--- config.mk ---
export PLATFORM = sky130hd
export DESIGN_NAME = line_interface_irq_control
export DESIGN_NICKNAME = d
export VERILOG_FILES = /design/src/rtl/line_irq_pkg.sv /design/src/rtl/status_event_flag.sv /design/src/rtl/line_interface_irq_control.sv
export VERILOG_INCLUDE_DIRS = /design/src /design/src/rtl
export SDC_FILE = /design/constraint.sdc
export NUM_CORES = 1
export LEC_CHECK = 0
export BUFFER_PORTS_ARGS = -buffer_cell sky130_fd_sc_hd__buf_4
export CORE_UTILIZATION = 65
export DETAILED_ROUTE_END_ITERATION = 12
export PLACE_DENSITY = 0.86
export SYNTH_ARGS = -nofsm -noshare
export SYNTH_HDL_FRONTEND = slang
export SYNTH_HIERARCHICAL = 1
export SYNTH_SLANG_ARGS = --single-unit
--- constraint.sdc ---
create_clock -name clk_sys_i -period 3.4 [get_ports clk_sys_i]
set_input_delay 0.68 -clock clk_sys_i [delete_from_list [all_inputs] [get_ports clk_sys_i]]
set_output_delay 0.68 -clock clk_sys_i [all_outputs]
set_load 0.03 [all_outputs]
--- src/rtl/line_irq_defines.svh ---
`ifndef LINE_IRQ_DEFINES_SVH
`define LINE_IRQ_DEFINES_SVH

// register offsets on the serial control port
`define REG_CONTROL_TWO       6'h02
`define REG_INTERRUPT_MASK    6'h03
`define REG_IRQ_FLAGS         6'h04
`define REG_HOOK_CONTROL      6'h05

// control_two field positions
`define C2_IRQ_PIN_SELECT     7
`define C2_IRQ_POLARITY       6
`define C2_RESERVED           5
`define C2_WDOG_ON            4
`define C2_EXT_LOOPBACK_ON    3
`define C2_RING_BOTH_EDGES    2
`define C2_HYBRID_CONNECT     1
`define C2_RX_PATH_ON         0

// interrupt source / mask bit positions (same layout in both)
`define SRC_RING              7
`define SRC_RX_OVERLOAD       6
`define SRC_FRAME_LOSS        5
`define SRC_BILLING_TONE      4
`define SRC_SUPPLY_DROPOUT    3
`define SRC_LOOP_CURRENT_MAX  2
`define SRC_TIP_GROUND        1
`define SRC_POLARITY_FLIP     0

// hook control field position
`define HOOK_OFFHOOK_CTL      0

// reset values
`define CONTROL_TWO_RST       8'h00
`define INTERRUPT_MASK_RST    8'h00
`define IRQ_FLAGS_RST         8'h00
`define OFFHOOK_RST           1'b0

// serial frame layout: command byte then data byte
`define CMD_READ_BIT          7
`define CMD_ADDR_W            6
`define SPI_LAST_CMD_BIT      4'h7
`define SPI_LAST_DATA_BIT     4'hF

// line-side status width
`define LOOP_LEVEL_W          5

// timing
`define CLK_FREQ_KHZ          250000
`define WDOG_TIMEOUT_MS       4000
`define WDOG_CYCLES           (`WDOG_TIMEOUT_MS * `CLK_FREQ_KHZ)
`define WDOG_CNT_W            30

`endif

--- src/rtl/line_irq_pkg.sv ---
package line_irq_pkg;

  // serial port frame phase, one-hot
  typedef enum logic [2:0] {
    PH_IDLE = 3'b001,
    PH_CMD  = 3'b010,
    PH_DATA = 3'b100
  } spi_phase_t;

endpackage : line_irq_pkg

--- src/rtl/status_event_flag.sv ---
`timescale 1ns/10ps

// synchronises one line-side status, detects edges, holds a sticky flag
module status_event_flag #(
  parameter int W = 1
) (
  input  wire logic         clk_sys_i,
  input  wire logic         resetn_i,
  input  wire logic [W-1:0] sig_i,      // asynchronous status from line side
  input  wire logic         rise_en_i,  // flag on condition becoming true
  input  wire logic         fall_en_i,  // flag on condition becoming false
  input  wire logic         clr_i,      // software clear pulse
  output logic              flag_o,     // sticky flag
  output logic              level_o     // synchronised condition
);

  logic [W-1:0] sync_a_q;   // first stage, read only by second stage
  logic [W-1:0] sync_b_q;   // second stage
  logic         cond;       // condition: every bit of the status high
  logic         cond_q;     // condition one cycle ago
  logic         event_set;  // edge selected by the enables

  // two-flop synchroniser
  always_ff @(posedge clk_sys_i) begin
    if (!resetn_i) begin
      sync_a_q <= '0;
      sync_b_q <= '0;
    end else begin
      sync_a_q <= sig_i;
      sync_b_q <= sync_a_q;
    end
  end

  // all-ones test on synced bits; bits may skew by a cycle, so a
  // multi-bit status can show a one-cycle late edge, or a false one from a mixed sample of old and new bits
  assign cond = &sync_b_q;

  // edge history
  always_ff @(posedge clk_sys_i) begin
    if (!resetn_i) begin
      cond_q <= 1'b0;
    end else begin
      cond_q <= cond;
    end
  end

  assign event_set = (rise_en_i & cond & ~cond_q) | (fall_en_i & ~cond & cond_q);

  // sticky flag, a new event beats a clear in the same cycle
  always_ff @(posedge clk_sys_i) begin
    if (!resetn_i) begin
      flag_o <= 1'b0;
    end else if (event_set) begin
      flag_o <= 1'b1;
    end else if (clr_i) begin
      flag_o <= 1'b0;
    end
  end

  assign level_o = cond_q;

endmodule : status_event_flag

--- src/rtl/line_interface_irq_control.sv ---
`timescale 1ns/10ps
`include "line_irq_defines.svh"

// Contract
// - bit 7 picks call-progress or interrupt pin
// - bit 6 sets interrupt pin active level
// - watchdog enable sticks until hardware reset
// - four seconds without access forces on-hook
// - every read or write restarts watchdog
// - timeout clears off-hook; write sets again
// - bit 3 drives external analog loopback
// - mode 0: ring interrupt at burst start
// - mode 1: ring interrupt start and end
// - end interrupt only if flag cleared
// - bit 1 connects hybrid in transmit
// - bit 0 enables receive path
// - mask 7 gates ring onto pin
// - mask 6 gates receive overload
// - mask 5 gates frame lock loss
// - mask 4 gates billing tone
// - mask 3 gates supply dropout
// - mask 2 gates loop current all ones
// - mask 1 gates tip ground going active
// - mask 0 gates line polarity flip
// - pin asserts: flag, mask, pin select
// - flags stay set until written zero
module line_interface_irq_control #(
  parameter int unsigned WDOG_CYCLES = `WDOG_CYCLES  // watchdog window in clocks
) (
  input  wire logic                     clk_sys_i,
  input  wire logic                     resetn_i,
  // serial control port
  input  wire logic                     spi_sclk_i,
  input  wire logic                     spi_cs_n_i,
  input  wire logic                     spi_sdi_i,
  output logic                          spi_sdo_o,
  output logic                          spi_sdo_oe_o,
  // line-side status, asynchronous
  input  wire logic                     ring_detect_i,
  input  wire logic                     rx_overload_i,
  input  wire logic                     frame_lock_lost_i,
  input  wire logic                     billing_tone_i,
  input  wire logic                     supply_dropout_i,
  input  wire logic [`LOOP_LEVEL_W-1:0] loop_current_level_i,
  input  wire logic                     tip_ground_status_i,
  input  wire logic                     line_voltage_msb_i,
  // call-progress stream from the audio path, same clock
  input  wire logic                     callprog_i,
  // shared pin and controls
  output logic                          callprog_or_irq_pin_o,
  output logic                          offhook_ctl_o,
  output logic                          ext_loopback_on_o,
  output logic                          hybrid_connect_o,
  output logic                          rx_path_on_o
);

  // ---------------------------------------------------------------
  // serial port pin synchronisers
  // ---------------------------------------------------------------
  logic [1:0] sclk_sync_q;  // [0] first stage, [1] second stage
  logic [1:0] cs_sync_q;    // chip select, active low
  logic [1:0] sdi_sync_q;   // serial data in
  logic       sclk_prev_q;  // previous synced clock for edge detect

  // two flops per pin before anything looks at it
  always_ff @(posedge clk_sys_i) begin
    if (!resetn_i) begin
      sclk_sync_q <= 2'h0;
      cs_sync_q   <= 2'h3;
      sdi_sync_q  <= 2'h0;
    end else begin
      sclk_sync_q <= {sclk_sync_q[0], spi_sclk_i};
      cs_sync_q   <= {cs_sync_q[0], spi_cs_n_i};
      sdi_sync_q  <= {sdi_sync_q[0], spi_sdi_i};
    end
  end

  // clock edge history, reads only the second stage
  always_ff @(posedge clk_sys_i) begin
    if (!resetn_i) begin
      sclk_prev_q <= 1'b0;
    end else begin
      sclk_prev_q <= sclk_sync_q[1];
    end
  end

  logic sel;        // frame in progress
  logic sclk_rise;  // master shifts data in on rising edge
  logic sclk_fall;  // we update sdo on falling edge

  assign sel       = ~cs_sync_q[1];
  assign sclk_rise = sel & sclk_sync_q[1] & ~sclk_prev_q;
  assign sclk_fall = sel & ~sclk_sync_q[1] & sclk_prev_q;

  // ---------------------------------------------------------------
  // serial frame decoder: command byte, then data byte
  // ---------------------------------------------------------------
  line_irq_pkg::spi_phase_t phase_q;  // frame phase
  logic [3:0]               bit_cnt_q;  // bits taken this frame
  logic [7:0]               shift_in_q; // incoming bits, msb first
  logic [7:0]               cmd_q;      // captured command byte
  logic [7:0]               shift_out_q;// read data still to send
  logic                     wr_pulse;   // register write, one cycle
  logic                     access_pulse; // any completed access
  logic [7:0]               wr_data;    // data byte of a write
  logic [`CMD_ADDR_W-1:0]   addr;       // addressed register
  logic                     is_read;    // command is a read
  logic [7:0]               rd_data;    // mux of readable registers

  assign addr    = cmd_q[`CMD_ADDR_W-1:0];
  assign is_read = cmd_q[`CMD_READ_BIT];
  assign wr_data = {shift_in_q[6:0], sdi_sync_q[1]};

  // phase sequencing and bit count
  always_ff @(posedge clk_sys_i) begin
    if (!resetn_i) begin
      phase_q   <= line_irq_pkg::PH_IDLE;
      bit_cnt_q <= 4'h0;
    end else if (!sel) begin
      // deselect aborts any partial frame
      phase_q   <= line_irq_pkg::PH_IDLE;
      bit_cnt_q <= 4'h0;
    end else begin
      case (phase_q)
        line_irq_pkg::PH_IDLE: begin
          phase_q <= line_irq_pkg::PH_CMD;
        end
        line_irq_pkg::PH_CMD: begin
          if (sclk_rise) begin
            bit_cnt_q <= bit_cnt_q + 4'h1;
            if (bit_cnt_q == `SPI_LAST_CMD_BIT) begin
              phase_q <= line_irq_pkg::PH_DATA;
            end
          end
        end
        line_irq_pkg::PH_DATA: begin
          if (sclk_rise) begin
            // extra clocks after the data byte start another command byte; its first clock only wraps bit_cnt_q from 15 to 0
            if (bit_cnt_q == `SPI_LAST_DATA_BIT) begin
              phase_q <= line_irq_pkg::PH_IDLE;
            end else begin
              bit_cnt_q <= bit_cnt_q + 4'h1;
            end
          end
        end
        default: begin
          phase_q <= line_irq_pkg::PH_IDLE;
        end
      endcase
    end
  end

  // input shifter and command capture
  always_ff @(posedge clk_sys_i) begin
    if (!resetn_i) begin
      shift_in_q <= 8'h00;
      cmd_q      <= 8'h00;
    end else if (sclk_rise && phase_q != line_irq_pkg::PH_IDLE) begin
      shift_in_q <= wr_data;
      if (phase_q == line_irq_pkg::PH_CMD && bit_cnt_q == `SPI_LAST_CMD_BIT) begin
        cmd_q <= wr_data;
      end
    end
  end

  // last data bit ends the access
  assign access_pulse = sclk_rise && phase_q == line_irq_pkg::PH_DATA
                        && bit_cnt_q == `SPI_LAST_DATA_BIT;
  assign wr_pulse     = access_pulse & ~is_read;

  // read data out, changes on falling edge so the master samples stable
  always_ff @(posedge clk_sys_i) begin
    if (!resetn_i) begin
      spi_sdo_o   <= 1'b0;
      shift_out_q <= 8'h00;
    end else if (sclk_fall && phase_q == line_irq_pkg::PH_DATA) begin
      if (bit_cnt_q == 4'h8) begin
        // first data clock: snapshot the register
        spi_sdo_o   <= rd_data[7];
        shift_out_q <= {rd_data[6:0], 1'b0};
      end else begin
        spi_sdo_o   <= shift_out_q[7];
        shift_out_q <= {shift_out_q[6:0], 1'b0};
      end
    end
  end

  // drive sdo only during the data byte of a read
  assign spi_sdo_oe_o = sel & is_read & (phase_q == line_irq_pkg::PH_DATA);

  // ---------------------------------------------------------------
  // control_two register
  // ---------------------------------------------------------------
  logic [7:0] control_two_q;   // bit 5 held at zero
  logic       wr_control_two;  // write strobe for this register

  assign wr_control_two = wr_pulse && addr == `REG_CONTROL_TWO;

  always_ff @(posedge clk_sys_i) begin
    if (!resetn_i) begin
      control_two_q <= `CONTROL_TWO_RST;
    end else if (wr_control_two) begin
      control_two_q                     <= wr_data;
      control_two_q[`C2_RESERVED]       <= 1'b0;
      // watchdog enable can be set, never cleared by software
      control_two_q[`C2_WDOG_ON]        <= control_two_q[`C2_WDOG_ON] | wr_data[`C2_WDOG_ON];
    end
  end

  logic irq_pin_select;       // pin carries interrupt when high
  logic irq_polarity;         // active-high interrupt when set
  logic access_watchdog_on;   // watchdog running
  logic ring_irq_both_edges;  // ring flag on both burst edges

  assign irq_pin_select      = control_two_q[`C2_IRQ_PIN_SELECT];
  assign irq_polarity        = control_two_q[`C2_IRQ_POLARITY];
  assign access_watchdog_on  = control_two_q[`C2_WDOG_ON];
  assign ring_irq_both_edges = control_two_q[`C2_RING_BOTH_EDGES];

  // analog path controls straight from the register flops
  assign ext_loopback_on_o = control_two_q[`C2_EXT_LOOPBACK_ON];
  assign hybrid_connect_o  = control_two_q[`C2_HYBRID_CONNECT];
  assign rx_path_on_o      = control_two_q[`C2_RX_PATH_ON];

  // ---------------------------------------------------------------
  // interrupt_mask register
  // ---------------------------------------------------------------
  logic [7:0] interrupt_mask_q;  // one enable per source

  always_ff @(posedge clk_sys_i) begin
    if (!resetn_i) begin
      interrupt_mask_q <= `INTERRUPT_MASK_RST;
    end else if (wr_pulse && addr == `REG_INTERRUPT_MASK) begin
      interrupt_mask_q <= wr_data;
    end
  end

  // ---------------------------------------------------------------
  // interrupt source flags
  // ---------------------------------------------------------------
  logic [7:0] flag_clr;    // write of 0 clears, 1 leaves alone
  logic [7:0] irq_flags;   // sticky source flags
  logic [7:0] src_sig;     // one-bit sources by position
  logic [7:0] rise_en;     // edge selection per source
  logic [7:0] fall_en;

  assign flag_clr = (wr_pulse && addr == `REG_IRQ_FLAGS) ? ~wr_data : 8'h00;

  // one-bit sources; position 2 is the multi-bit loop current level
  always_comb begin
    src_sig                        = 8'h00;
    src_sig[`SRC_RING]             = ring_detect_i;
    src_sig[`SRC_RX_OVERLOAD]      = rx_overload_i;
    src_sig[`SRC_FRAME_LOSS]       = frame_lock_lost_i;
    src_sig[`SRC_BILLING_TONE]     = billing_tone_i;
    src_sig[`SRC_SUPPLY_DROPOUT]   = supply_dropout_i;
    src_sig[`SRC_TIP_GROUND]       = tip_ground_status_i;
    src_sig[`SRC_POLARITY_FLIP]    = line_voltage_msb_i;
  end

  // which edges raise each flag
  always_comb begin
    rise_en = 8'hFF;
    fall_en = 8'h00;
    // burst end flags only in two-interrupt mode; a flag still set from
    // the burst start just stays set, so an unserviced start yields one
    fall_en[`SRC_RING]          = ring_irq_both_edges;
    // a flip in either direction is a reversal
    fall_en[`SRC_POLARITY_FLIP] = 1'b1;
  end

  // one flag cell per one-bit source
  for (genvar i = 0; i < 8; i++) begin : g_src
    if (i != `SRC_LOOP_CURRENT_MAX) begin : g_one
      status_event_flag #(
        .W (1)
      ) u_flag (
        .clk_sys_i (clk_sys_i),
        .resetn_i  (resetn_i),
        .sig_i     (src_sig[i]),
        .rise_en_i (rise_en[i]),
        .fall_en_i (fall_en[i]),
        .clr_i     (flag_clr[i]),
        .flag_o    (irq_flags[i]),
        .level_o   ()
      );
    end
  end

  // loop current level reaching all ones
  status_event_flag #(
    .W (`LOOP_LEVEL_W)
  ) u_loop_max_flag (
    .clk_sys_i (clk_sys_i),
    .resetn_i  (resetn_i),
    .sig_i     (loop_current_level_i),
    .rise_en_i (rise_en[`SRC_LOOP_CURRENT_MAX]),
    .fall_en_i (fall_en[`SRC_LOOP_CURRENT_MAX]),
    .clr_i     (flag_clr[`SRC_LOOP_CURRENT_MAX]),
    .flag_o    (irq_flags[`SRC_LOOP_CURRENT_MAX]),
    .level_o   ()
  );

  // ---------------------------------------------------------------
  // access watchdog and hook control
  // ---------------------------------------------------------------
  logic [`WDOG_CNT_W-1:0] wdog_cnt_q;   // clocks since last access
  logic                   wdog_expire;  // window ran out, one cycle

  assign wdog_expire = access_watchdog_on && !access_pulse
                       && wdog_cnt_q == `WDOG_CNT_W'(WDOG_CYCLES - 1);

  // counter restarts on every access and after each expiry
  always_ff @(posedge clk_sys_i) begin
    if (!resetn_i) begin
      wdog_cnt_q <= '0;
    end else if (!access_watchdog_on || access_pulse || wdog_expire) begin
      wdog_cnt_q <= '0;
    end else begin
      wdog_cnt_q <= wdog_cnt_q + `WDOG_CNT_W'(1);
    end
  end

  // off-hook bit; access and expiry never coincide, so order is moot
  always_ff @(posedge clk_sys_i) begin
    if (!resetn_i) begin
      offhook_ctl_o <= `OFFHOOK_RST;
    end else if (wdog_expire) begin
      offhook_ctl_o <= 1'b0;
    end else if (wr_pulse && addr == `REG_HOOK_CONTROL) begin
      offhook_ctl_o <= wr_data[`HOOK_OFFHOOK_CTL];
    end
  end

  // ---------------------------------------------------------------
  // read mux; unmapped addresses read zero
  // ---------------------------------------------------------------
  always_comb begin
    case (addr)
      `REG_CONTROL_TWO:    rd_data = control_two_q;
      `REG_INTERRUPT_MASK: rd_data = interrupt_mask_q;
      `REG_IRQ_FLAGS:      rd_data = irq_flags;
      `REG_HOOK_CONTROL:   rd_data = {7'h00, offhook_ctl_o};
      default:             rd_data = 8'h00;
    endcase
  end

  // ---------------------------------------------------------------
  // shared output pin
  // ---------------------------------------------------------------
  logic irq_any;  // some unmasked flag is set

  // each mask bit gates its own flag
  assign irq_any = |(irq_flags & interrupt_mask_q);

  // registered so the pin never glitches while the mux switches
  always_ff @(posedge clk_sys_i) begin
    if (!resetn_i) begin
      callprog_or_irq_pin_o <= 1'b0;
    end else if (irq_pin_select) begin
      // asserted level follows polarity, idle level is its inverse
      callprog_or_irq_pin_o <= irq_any ~^ irq_polarity;
    end else begin
      callprog_or_irq_pin_o <= callprog_i;
    end
  end

endmodule : line_interface_irq_control

Word level (Yosys, flattened, before mapping)
Index checks and enable logic that the tools add are counted.
{"block": "word_totals", "register_bits": 125, "output_inout_bits": 7, "wordCells": 167}
{"block": "op_classes", "n_addsub": 2, "n_eq_ne": 17, "mux": 30, "n_bitwise": 39, "reduce_logical": 32}
{"operator": "case mux 8 bit (4 select lines)", "n": 1}
{"operator": "adder 30 x 1 -> 30 bit, second input constant", "n": 1}
{"operator": "equality test 30 bit, second input constant", "n": 1}
{"operator": "bitwise AND 1 bit", "n": 18}
{"operator": "two-way mux 1 bit", "n": 18}
{"operator": "nonzero test 2 bit", "n": 9}
{"operator": "two-way mux 8 bit", "n": 2}
{"operator": "inverter 1 bit", "n": 15}
{"operator": "equality test 6 x 2 -> 1 bit, second input constant", "n": 2}
{"operator": "equality test 6 x 3 -> 1 bit, second input constant", "n": 2}
{"operator": "two-way mux 3 bit", "n": 4}
{"operator": "two-way mux 4 bit", "n": 3}
{"operator": "logical AND 1 bit", "n": 11}
{"operator": "!= test 2 bit, second input constant", "n": 5}
{"operator": "case mux 3 bit (3 select lines)", "n": 1}
{"operator": "bitwise AND 8 bit", "n": 1}
{"operator": "equality test 4 bit, second input constant", "n": 2}
{"operator": "inverter 8 bit", "n": 1}
{"operator": "case mux 4 bit (2 select lines)", "n": 1}
{"operator": "AND reduction 4 bit", "n": 2}
{"operator": "OR reduction 8 bit", "n": 1}
{"operator": "OR reduction 2 bit", "n": 3}
{"operator": "AND reduction 5 bit", "n": 1}
{"operator": "adder 4 x 1 -> 4 bit, second input constant", "n": 1}
{"operator": "10 further kinds", "n": 14}

Depth between registers and ports, before layout
Gate-level depths: netlist (run 1).
{"block": "logic_depth", "depth_word": 10, "mapped_depth": 9, "depth_no_buf": 8}

Hierarchy
The synthesis (run 1) kept the hierarchy.
{"mod": "line_interface_irq_control", "instances": 1, "cells_each": 435, "area_per_inst_um2": 3843.7, "seq_area_each_um2": 1661.6}
{"mod": "status_event_flag at g_src[0].g_one.u_flag ...", "instances": 7, "cells_each": 11, "area_per_inst_um2": 132.6, "seq_area_each_um2": 80.1}
{"mod": "status_event_flag at u_loop_max_flag", "instances": 1, "cells_each": 31, "area_per_inst_um2": 359.1, "seq_area_each_um2": 240.2}

Worst setup path after synthesis (run 1)
OpenSTA, ideal clock, no wires.
{"block": "synth_path", "path_type": "register to output", "startpoint": "register phase_q[0]", "endpoint": "output spi_sdo_oe_o", "arrival_time_ns": 1.627, "slack_ns": 1.093, "path_stages_with_launch": 5, "cell_sequence": "dfxtp_1 > buf_6 > or3b_1 > buf_2 > nor3b_1"}
{"block": "synth_between", "elab_chain_cells": 2}
{"element": "from (decl)", "line_no": "line_interface_irq_control.sv:98", "source": "line_irq_pkg::spi_phase_t phase_q;"}
{"element": "from (signal assigned)", "line_no": "line_interface_irq_control.sv:117", "source": "phase_q <= line_irq_pkg::PH_IDLE;"}
{"element": "from (signal assigned)", "line_no": "line_interface_irq_control.sv:121", "source": "phase_q <= line_irq_pkg::PH_IDLE;"}
{"element": "from (signal assigned)", "line_no": "line_interface_irq_control.sv:126", "source": "phase_q <= line_irq_pkg::PH_CMD;"}
{"element": "equality test 3 bit", "line_no": "line_interface_irq_control.sv:189", "source": "assign spi_sdo_oe_o = sel & is_read & (phase_q == line_irq_pkg::PH_DATA);"}
{"element": "bitwise AND 1 bit", "line_no": "line_interface_irq_control.sv:189"}
{"element": "to (decl)", "line_no": "line_interface_irq_control.sv:37", "source": "output logic spi_sdo_oe_o,"}
Every way passes these cells.

Worst setup path in the final report (run 1)
{"block": "layout_path", "startpoint": "register bit_cnt_q[0]", "endpoint": "register u_loop_max_flag.flag_o"}
{"block": "layout_between", "elab_chain_cells": 6}
{"element": "from (decl)", "line_no": "line_interface_irq_control.sv:99", "source": "logic [3:0] bit_cnt_q;"}
{"element": "from (signal assigned)", "line_no": "line_interface_irq_control.sv:130", "source": "bit_cnt_q <= bit_cnt_q + 4'h1;"}
{"element": "from (signal assigned)", "line_no": "line_interface_irq_control.sv:142", "source": "bit_cnt_q <= bit_cnt_q + 4'h1;"}
{"element": "equality test 4 bit (no line)"}
{"element": "logical AND 1 bit (no line)"}
{"element": "bitwise AND 1 bit", "line_no": "line_interface_irq_control.sv:169", "source": "assign wr_pulse = access_pulse & ~is_read;"}
{"element": "logical AND 1 bit (no line)"}
{"element": "two-way mux 8 bit", "line_no": "line_interface_irq_control.sv:247", "source": "assign flag_clr = (wr_pulse && addr == `REG_IRQ_FLAGS) ? ~wr_data : 8'h00;"}
{"element": "named net flag_clr[2]", "line_no": "line_interface_irq_control.sv:241", "source": "logic [7:0] flag_clr;"}
{"element": "nonzero test 2 bit (no line)"}
{"element": "to (signal assigned)", "line_no": "status_event_flag.sv:52", "source": "flag_o <= 1'b0;"}
{"element": "to (signal assigned)", "line_no": "status_event_flag.sv:54", "source": "flag_o <= 1'b1;"}
{"element": "to (signal assigned)", "line_no": "status_event_flag.sv:56", "source": "flag_o <= 1'b0;"}
{"element": "to (decl)", "line_no": "status_event_flag.sv:13", "source": "output logic flag_o,"}
The timed path passes the listed nets, and every way through them passes these cells.
A chain may end at the register's enable or synchronous reset.

==> results of run 1 <==
-- metrics by stage --
step / power, µW / utilization (%) / setup WS, ps / hold slack, ps
5_1_grt: 3310 / 77.4 / 533 / 355
3_5_place_dp: 1580 / 70.2 / 771 / 400
3_3_place_gp: 1570 / 70.2 / 928 / 401
2_1_floorplan: 1550 / - / 1090 / 386
4_1_cts: 3220 / 77.4 / 684 / 349
6_report: 3200 / 77.4 / 695 / 363
-- registers in the layout (all words and copies together), names as in the netlist --
signal,count
wdog_cnt_q,30
interrupt_mask_q,8
cmd_q,7
control_two_q,7
g_src.g_one.u_flag/cond,7
g_src.g_one.u_flag/flag_o,7
g_src.g_one.u_flag/level_o,7
g_src.g_one.u_flag/sync_a_q,7
shift_in_q,7
shift_out_q,7
u_loop_max_flag/sync_a_q,5
u_loop_max_flag/sync_b_q,5
bit_cnt_q,4
phase_q,3
cs_sync_q,2
sclk_sync_q,2
sdi_sync_q,2
callprog_or_irq_pin_o,1
offhook_ctl_o,1
sclk_prev_q,1
spi_sdo_o,1
u_loop_max_flag/flag_o,1
u_loop_max_flag/level_o,1
-- logic make-up (layout without fill, tap and decap cells) --
| family | after synthesis | count (layout) |
|---|---|---|
| fa+ha+maj | 3 | 3 |
| xor+xnor | 29 | 29 |
| mux | 24 | 24 |
| flops | 123 | 123 |
| compound gates | 59 | 59 |
| simple gates | 275 | 275 |
| buf+inv | 28 | 64 |
| other cells | 2 | 15 |
-- final timing paths --
| path | depth (start not counted) | startpoint | end |
|---|---|---|---|
| worst max-delay path | 8 | bit_cnt_q[0]$_SDFFE_PP0P_ | u_loop_max_flag/flag_o$_SDFFE_PN0P_ |
| worst min-delay path | 2 | spi_cs_n_i | cs_sync_q[0]$_SDFF_PN1_ |
| worst max register to register | 8 | bit_cnt_q[0]$_SDFFE_PP0P_ | u_loop_max_flag/flag_o$_SDFFE_PN0P_ |
| worst min register to register | 1 | cs_sync_q[0]$_SDFF_PN1_ | cs_sync_q[1]$_SDFF_PN1_ |
-- where the power goes --
group	total (µW)	leakage, µW	internal, µW	switching [µW]
sequential	1480	0.000999	1470	14.3
clock	1650	0.000263	979	674
combinational	65.6	0.000945	37.0	28.7
-- cells in the mapped netlist (5+ instances only) --
cell | n | area (µm²)
dfxtp_1 | 123 | 2460
nor2_1 | 48 | 180
nand2_1 | 42 | 158
nand3_1 | 33 | 165
nor2b_1 | 27 | 169
xor2_1 | 23 | 201
and2_2 | 21 | 158
mux2i_1 | 21 | 210
and2_1 | 17 | 106
clkbuf_1 | 16 | 60.1
nand4_1 | 16 | 100
nand4b_1 | 15 | 131
a22oi_1 | 12 | 90.1
nand3b_1 | 11 | 82.6
o21ai_0 | 9 | 45.0
a21boi_0 | 8 | 60.1
nor3_1 | 8 | 40.0
a21oi_1 | 7 | 35.0
a22o_1 | 6 | 52.6
inv_1 | 6 | 22.5
nand2b_1 | 6 | 37.5
xnor2_1 | 6 | 52.6
and3_1 | 5 | 31.3
o21ai_1 | 5 | 25.0
-- per-layer routing --
layer | share of wire, % | vias up | global-route usage, %
met5 | 0 | - | 0
met4 | 1.3 | 0 | 10.3
met3 | 4.5 | 14 | 6.31
met2 | 52 | 110 | 47.0
met1 | 43 | 1887 | 32.1
li1 | - | 1965 | -
-- area by class of cell --
cell class              count  area [µm²]
flip-flops and latches    123        2460
multi-input cells         405        2590
fillers                   519        1740
inverters                   6        22.5
well taps                 102         128
clock buffers              17         414
clock inverters            15         143
repair buffers             26         195
==> key figures, run 1 <==
Clock tree
  – CTS Sinks: between 100 and 150
  – Root buffer cell: clkbuf_8
  – Resized cells post-CTS: 0
  – Post-CTS Setup Inserts: 0
  – Clk pin slew, worst setup/hold paths: 60 ps
  – Deepest clock path buffer count: 2
  – H-tree Lvls: 4
  – Num CTS Buffers: 17
  – Worst-Skew Late Latency: 510 ps
  – CTS tree: done
  – Hold Buf Count CTS: 0

STA
  – Final Cycle Share: 79.6%
  – Slew margin rel.: between 40% and 50%
  – Min Tclk post-route: about 2700 ps
  – Setup Viol. Count Final: 0
  – Hold Vio Cnt, Final: 0
  – Max Clk Rate: 0.370 GHz
  – Slew Limit Fails: 0
  – Worst-Margin Slew: ~850 ps
  – Clock skew: 6.23 ps
  – RSZ-0062 raised after global routing: false
  – Setup TNS: 0 ps

Worst setup path
  – CP bufs+invs: 0
  – Crit path DAT: 3100 ps
  – CP Launch Type: flop
  – Critical Path, Cell by Cell: ha_1 -> nand4bb_1 -> or2_2 -> nor3_2 -> nand3_1 -> nor2_1 -> nand2b_1 -> a31oi_1
  – Worst setup EP type: flop
  – Max incr delay on CP: 530 ps
  – Maximum fanout along the worst path: 9
  – CP top delay family: simple AND/OR/NAND/NOR gates
  – Highest-delay cell along the critical path: nor3_2
  – Req. time, crit path: 3790 ps
  – Reg2Reg Setup Slack: between 600 and 700 ps
  – Kind of critical path: flop to flop

Synthesis
  – Distinct cells, synth: 55
  – XOR/XNOR share of the synthesized area: between 4 and 5%
  – Syn Inst Count: between 500 and 600
  – Seq/Total Area, Yosys: between 40 and 50%
  – Largest family of logic cells by synthesized area: simple AND/OR/NAND/NOR gates
  – Post-Synth Simple-Gate Area: between 30% and 40%
  – Mean post-synth cell area: 9.45 µm²
  – Yosys warns: 6
  – Synth async-reset ratio: 0%
  – Proportion of synthesized area in mux cells: around 4.8%
  – Syn Std Cell Area: ~5100 µm²
  – Post-synthesis register bit count: 123
  – Post-synthesis adder-cell area fraction: less than 1%
  – Synth Flop Type: dfxtp_1
  – Compound-Gate Fraction of Synth Area: under 10%
  – Post-synth EDFFs: 0

Placed design
  – Placed Cells: 662
  – Gpl congestion: roughly 0.83
  – Final HPWL DP: ~6800 µm
  – Post-DP Area: 5390 µm²
  – Port bufs: 24

Routing
  – Wire per inst: between 15 and 20 µm
  – Initial DRC Count: between 200 and 300
  – Final WL: roughly 11000 µm
  – Via density: 5.73
  – Total iterations of the first detailed-routing run: 4
  – Detail Route Antenna Nets: 0
  – Routed via count: approximately 4.0k
  – DR DRC count: 0

Layout
  – Final Cell Area: between 5000 and 6000 µm²
  – Area grow syn2layout: 16.0%
  – Fin cells: about 700
  – Most frequent cells in the layout: 123 x dfxtp_1, 48 x nor2_1, 42 x nand2_1
  – Antenna Cells: 0
  – Commonest non-fill, non-tap cell in the layout: dfxtp_1
  – Final nets: 600
  – Layout cells sized above 1: between 15 and 20%

GRT
  – GR Overflow Total: 0
  – Initial antenna violation count: 0
  – First-pass GRT wire length: 17600 µm
  – Vias in the first global route: between 3k and 4k
  – Largest net degree at the start of global routing: between 80 and 90
  – Overall global routing resource usage: ~27%

Outcome
  – Outcome: finished, final reports clean

Floorplanning
  – Die ar.: 8250 µm²
  – Die Wd: ~91 µm
  – Initial Util: 66.7%
  – Area of the core: around 7700 µm²
  – I/O pin total: 25
  – Die height: roughly 91 µm
  – Row cnt: 32

Run
  – Number of max-cap violations: 0

Hold path
  – HP Class: input port to flop

Power and ir drop
  – Max VDD drop: a little over 0.0004 V
  – Pwr dens: ~540 nW/µm²
  – Leak: around 0.0022 µW
No activity file was read; power rests on OpenSTA's default activity.
==> run 2, diff against run 1 <==
- ABC_AREA: default -> 1
- CORE_UTILIZATION: 65 -> 55
- PLACE_DENSITY: 0.86 -> 0.77
- clock period: 3.4 -> 2.3 ns (I/O delays scaled with it)
==> key figures, run 2 <==
Worst setup path
  – CP Launch Type: flop
  – Worst setup EP type: flop
  – Req. time, crit path: 2720 ps (-1070 ps)
  – Maximum fanout along the worst path: 8 (-1)
  – Crit path DAT: 2370 ps (-730 ps)
  – Worst r2r src: bit_cnt_q[1]$_SDFFE_PP0P_
  – FF-to-FF End: g_src[4].g_one.u_flag/flag_o$_SDFFE_PN0P_
  – Reg2Reg Setup Slack: 350 ps (-350 ps)
  – Kind of critical path: flop to flop
  – Worst Reg-to-Reg Cells: 11 (+3)

Layout
  – Commonest non-fill, non-tap cell in the layout: nand2_1
  – Final nets: 900 (+50%)
  – Layout filler cell count: 877 (+69%)
  – Most frequent cells in the layout: 205 x nand2_1, 140 x inv_1, 123 x dfxtp_1
  – Top reg by flops: wdog_cnt_q
  – Regs by FF count: wdog_cnt_q x30, interrupt_mask_q x8
  – Max reg flops: 30 (unchanged)
  – Antenna Cells: 0 (unchanged)
  – Area grow syn2layout: 15.9% (about the same)
  – Final Cell Area: 6690 µm² (+12%)
  – Layout cells sized above 1: 15.6% (+0.38 points)

Placed design
  – Port bufs: 24 (unchanged)
  – Gpl congestion: 0.934 (+12%)
  – Post-DP Area: 6110 µm² (+13%)
  – Final HPWL DP: 8240 µm (+20%)

Synthesis
  – Syn Std Cell Area: 5780 µm² (+13%)
  – Syn Inst Count: 833 (+53%)
  – Synth area leaders: dfxtp_1 43%, nand2_1 13%, inv_1 9.1%, nor2_1 7.5%, nor2_2 5.1%
  – Mean post-synth cell area: 6.93 µm² (-27%)
  – Synth async-reset ratio: 0% (unchanged)
  – Yosys warns: 6 (unchanged)
  – Share of the synthesized area in the top cell type: 42.6% (-5.4 points)
  – Post-synth EDFFs: 0 (unchanged)
  – Post-synthesis register bit count: 123 (unchanged)
  – Seq/Total Area, Yosys: 42.6% (-5.4 points)
  – Synth cell count leaders: 205 x nand2_1, 140 x inv_1, 123 x dfxtp_1
  – Distinct cells, synth: 34 (-38%)
  – Synth Flop Type: dfxtp_1
  – Most area-hungry cell type in the Yosys netlist: dfxtp_1
  – Top-count cell post-synth: nand2_1

Clock tree
  – Deepest clock path buffer count: 2 (unchanged)
  – Post-CTS Setup Inserts: 0 (unchanged)
  – Root buffer cell: clkbuf_8
  – CTS tree: done
  – Worst-Skew Late Latency: 520 ps (about the same)
  – Clk pin slew, worst setup/hold paths: 60 ps (about the same)
  – Num CTS Buffers: 17 (unchanged)
  – Resized cells post-CTS: 0 (unchanged)
  – H-tree Lvls: 4 (unchanged)
  – Hold Buf Count CTS: 0 (unchanged)
  – CTS Sinks: 123 (unchanged)

STA
  – RSZ-0062 raised after global routing: false
  – Hold Vio Cnt, Final: 0 (unchanged)
  – Slew margin rel.: 63.7% (+21 points)
  – Final Cycle Share: 84.8% (+5.2 points)
  – Slew Limit Fails: 0 (unchanged)
  – Max Clk Rate: 0.513 GHz (+39%)
  – Clock skew: 6.13 ps (-0.0975 ps)
  – Min Tclk post-route: 1950 ps (-755 ps)
  – Setup TNS: 0 ps (unchanged)
  – Setup Viol. Count Final: 0 (unchanged)
  – Worst-Margin Slew: 545 ps (-307 ps)

GRT
  – Overall global routing resource usage: 24.1% (-2.9 points)
  – Initial antenna violation count: 0 (unchanged)
  – GR Overflow Total: 0 (unchanged)
  – Vias in the first global route: 4771 (+26%)
  – Largest net degree at the start of global routing: 51 (-39%)
  – First-pass GRT wire length: 20900 µm (+19%)

Hold path
  – HP Start: ring_detect_i
  – Min-Delay Endpoint: g_src[7].g_one.u_flag/sync_a_q$_SDFF_PN0_
  – HP Class: input port to flop
  – Hold path cells: 3 (+1)

Routing
  – DR DRC count: 0 (unchanged)
  – WL met2: 5360 µm (-1.2%)
  – Wire per inst: 11.5 µm (-24%)
  – Detail Route Antenna Nets: 0 (unchanged)
  – Highest routed layer: met4
  – Length of routed wiring on met1: 5460 µm (+21%)
  – Metal3 WL: 740 µm (+57%)
  – Initial DRC Count: 347 (+30%)
  – Final WL: 11900 µm (+13%)
  – Total iterations of the first detailed-routing run: 5 (+1)
  – Routed via count: 4991 (+26%)
  – Via density: 4.86 (-15%)

Floorplanning
  – Row cnt: 37 (+16%)
  – Area of the core: 10200 µm² (+33%)
  – Die ar.: 10900 µm² (+32%)
  – I/O pin total: 25 (unchanged)
  – Die height: 104 µm (+15%)
  – Initial Util: 56.5% (-10 points)
  – Die Wd: 104 µm (+15%)

Power and ir drop
  – Leak: 0.00296 µW (+34%)
  – Pwr dens: 732 nW/µm² (+36%)
  – Max VDD drop: 0.000874 V (+110%)

Run
  – Number of max-cap violations: 0 (unchanged)

Outcome
  – Outcome: finished, final reports clean
-- run 2: layer usage --
layer / global-route usage, % / vias up
met3: 6.77 / 27
met4: 11.9 / 0
met5: 0 / -
li1: - / 2621
met1: 29.7 / 2200
met2: 38.4 / 143
-- run 2: logic make-up after synthesis --
logic type	synth area share, %
flip-flops	42.6
buffers and inverters	11.2
AO/OA/AOI/OAI	5.85
AND/OR/NAND/NOR	37.3
other	0.130
XOR/XNOR	2.27
adder cells (fa/ha/maj)	0.650
-- run 2: critical path: stages (launching register included) --
cell	delay [ps]
dfxtp_1	370
ha_1	230
nand3_2	120
nor2_4	190
nand3_4	130
or2_1	400
nor2_2	130
inv_1	40
nand2_1	50
nand3_1	80
nand2_1	60
inv_1	40
-- run 2: per-stage QoR --
stage	power [µW]	worst slack [ps]	utilization [%]	cells	hold slack, ps
after floorplan	2290	600	-	846	390
after global placement	2340	412	59.7	996	392
after detailed placement	2340	343	59.7	996	395
after CTS	4940	340	65.4	1028	90.9
after global routing	5070	99.3	65.4	1028	91.5
final	4900	350	65.4	1028	114
-- run 2: area by class of cell --
class	instances	area [µm²]	share of cell area (%)
multi-input combinational	561	2720	40.6
clock inverter	15	165	2.47
timing repair buffer	27	203	3.03
tap	136	170	2.54
inverter	149	561	8.38
sequential	123	2460	36.8
clock buffer	17	414	6.19
-- run 2: how the worst max path moves through the flow --
stage | from | endpoint | slack, ps | cells past startpoint
2_1_floorplan | bit_cnt_q[1]$_SDFFE_PP0P_ | u_loop_max_flag/flag_o$_SDFFE_PN0P_ | 600 | 12
3_3_place_gp | bit_cnt_q[1]$_SDFFE_PP0P_ | u_loop_max_flag/flag_o$_SDFFE_PN0P_ | 410 | 11
4_1_cts | wdog_cnt_q[0]$_SDFF_PP0_ | wdog_cnt_q[8]$_SDFF_PP0_ | 340 | 10
3_5_place_dp | bit_cnt_q[1]$_SDFFE_PP0P_ | g_src[4].g_one.u_flag/flag_o$_SDFFE_PN0P_ | 340 | 11
5_1_grt | bit_cnt_q[1]$_SDFFE_PP0P_ | g_src[3].g_one.u_flag/flag_o$_SDFFE_PN0P_ | 100 | 11
6_report | bit_cnt_q[1]$_SDFFE_PP0P_ | g_src[4].g_one.u_flag/flag_o$_SDFFE_PN0P_ | 350 | 11
-- run 2: report_power, final --
part           internal (µW)  switching, µW  total, µW
combinational           45.3           62.1        107
sequential              2170           18.9       2190
clock                   1560           1040       2610
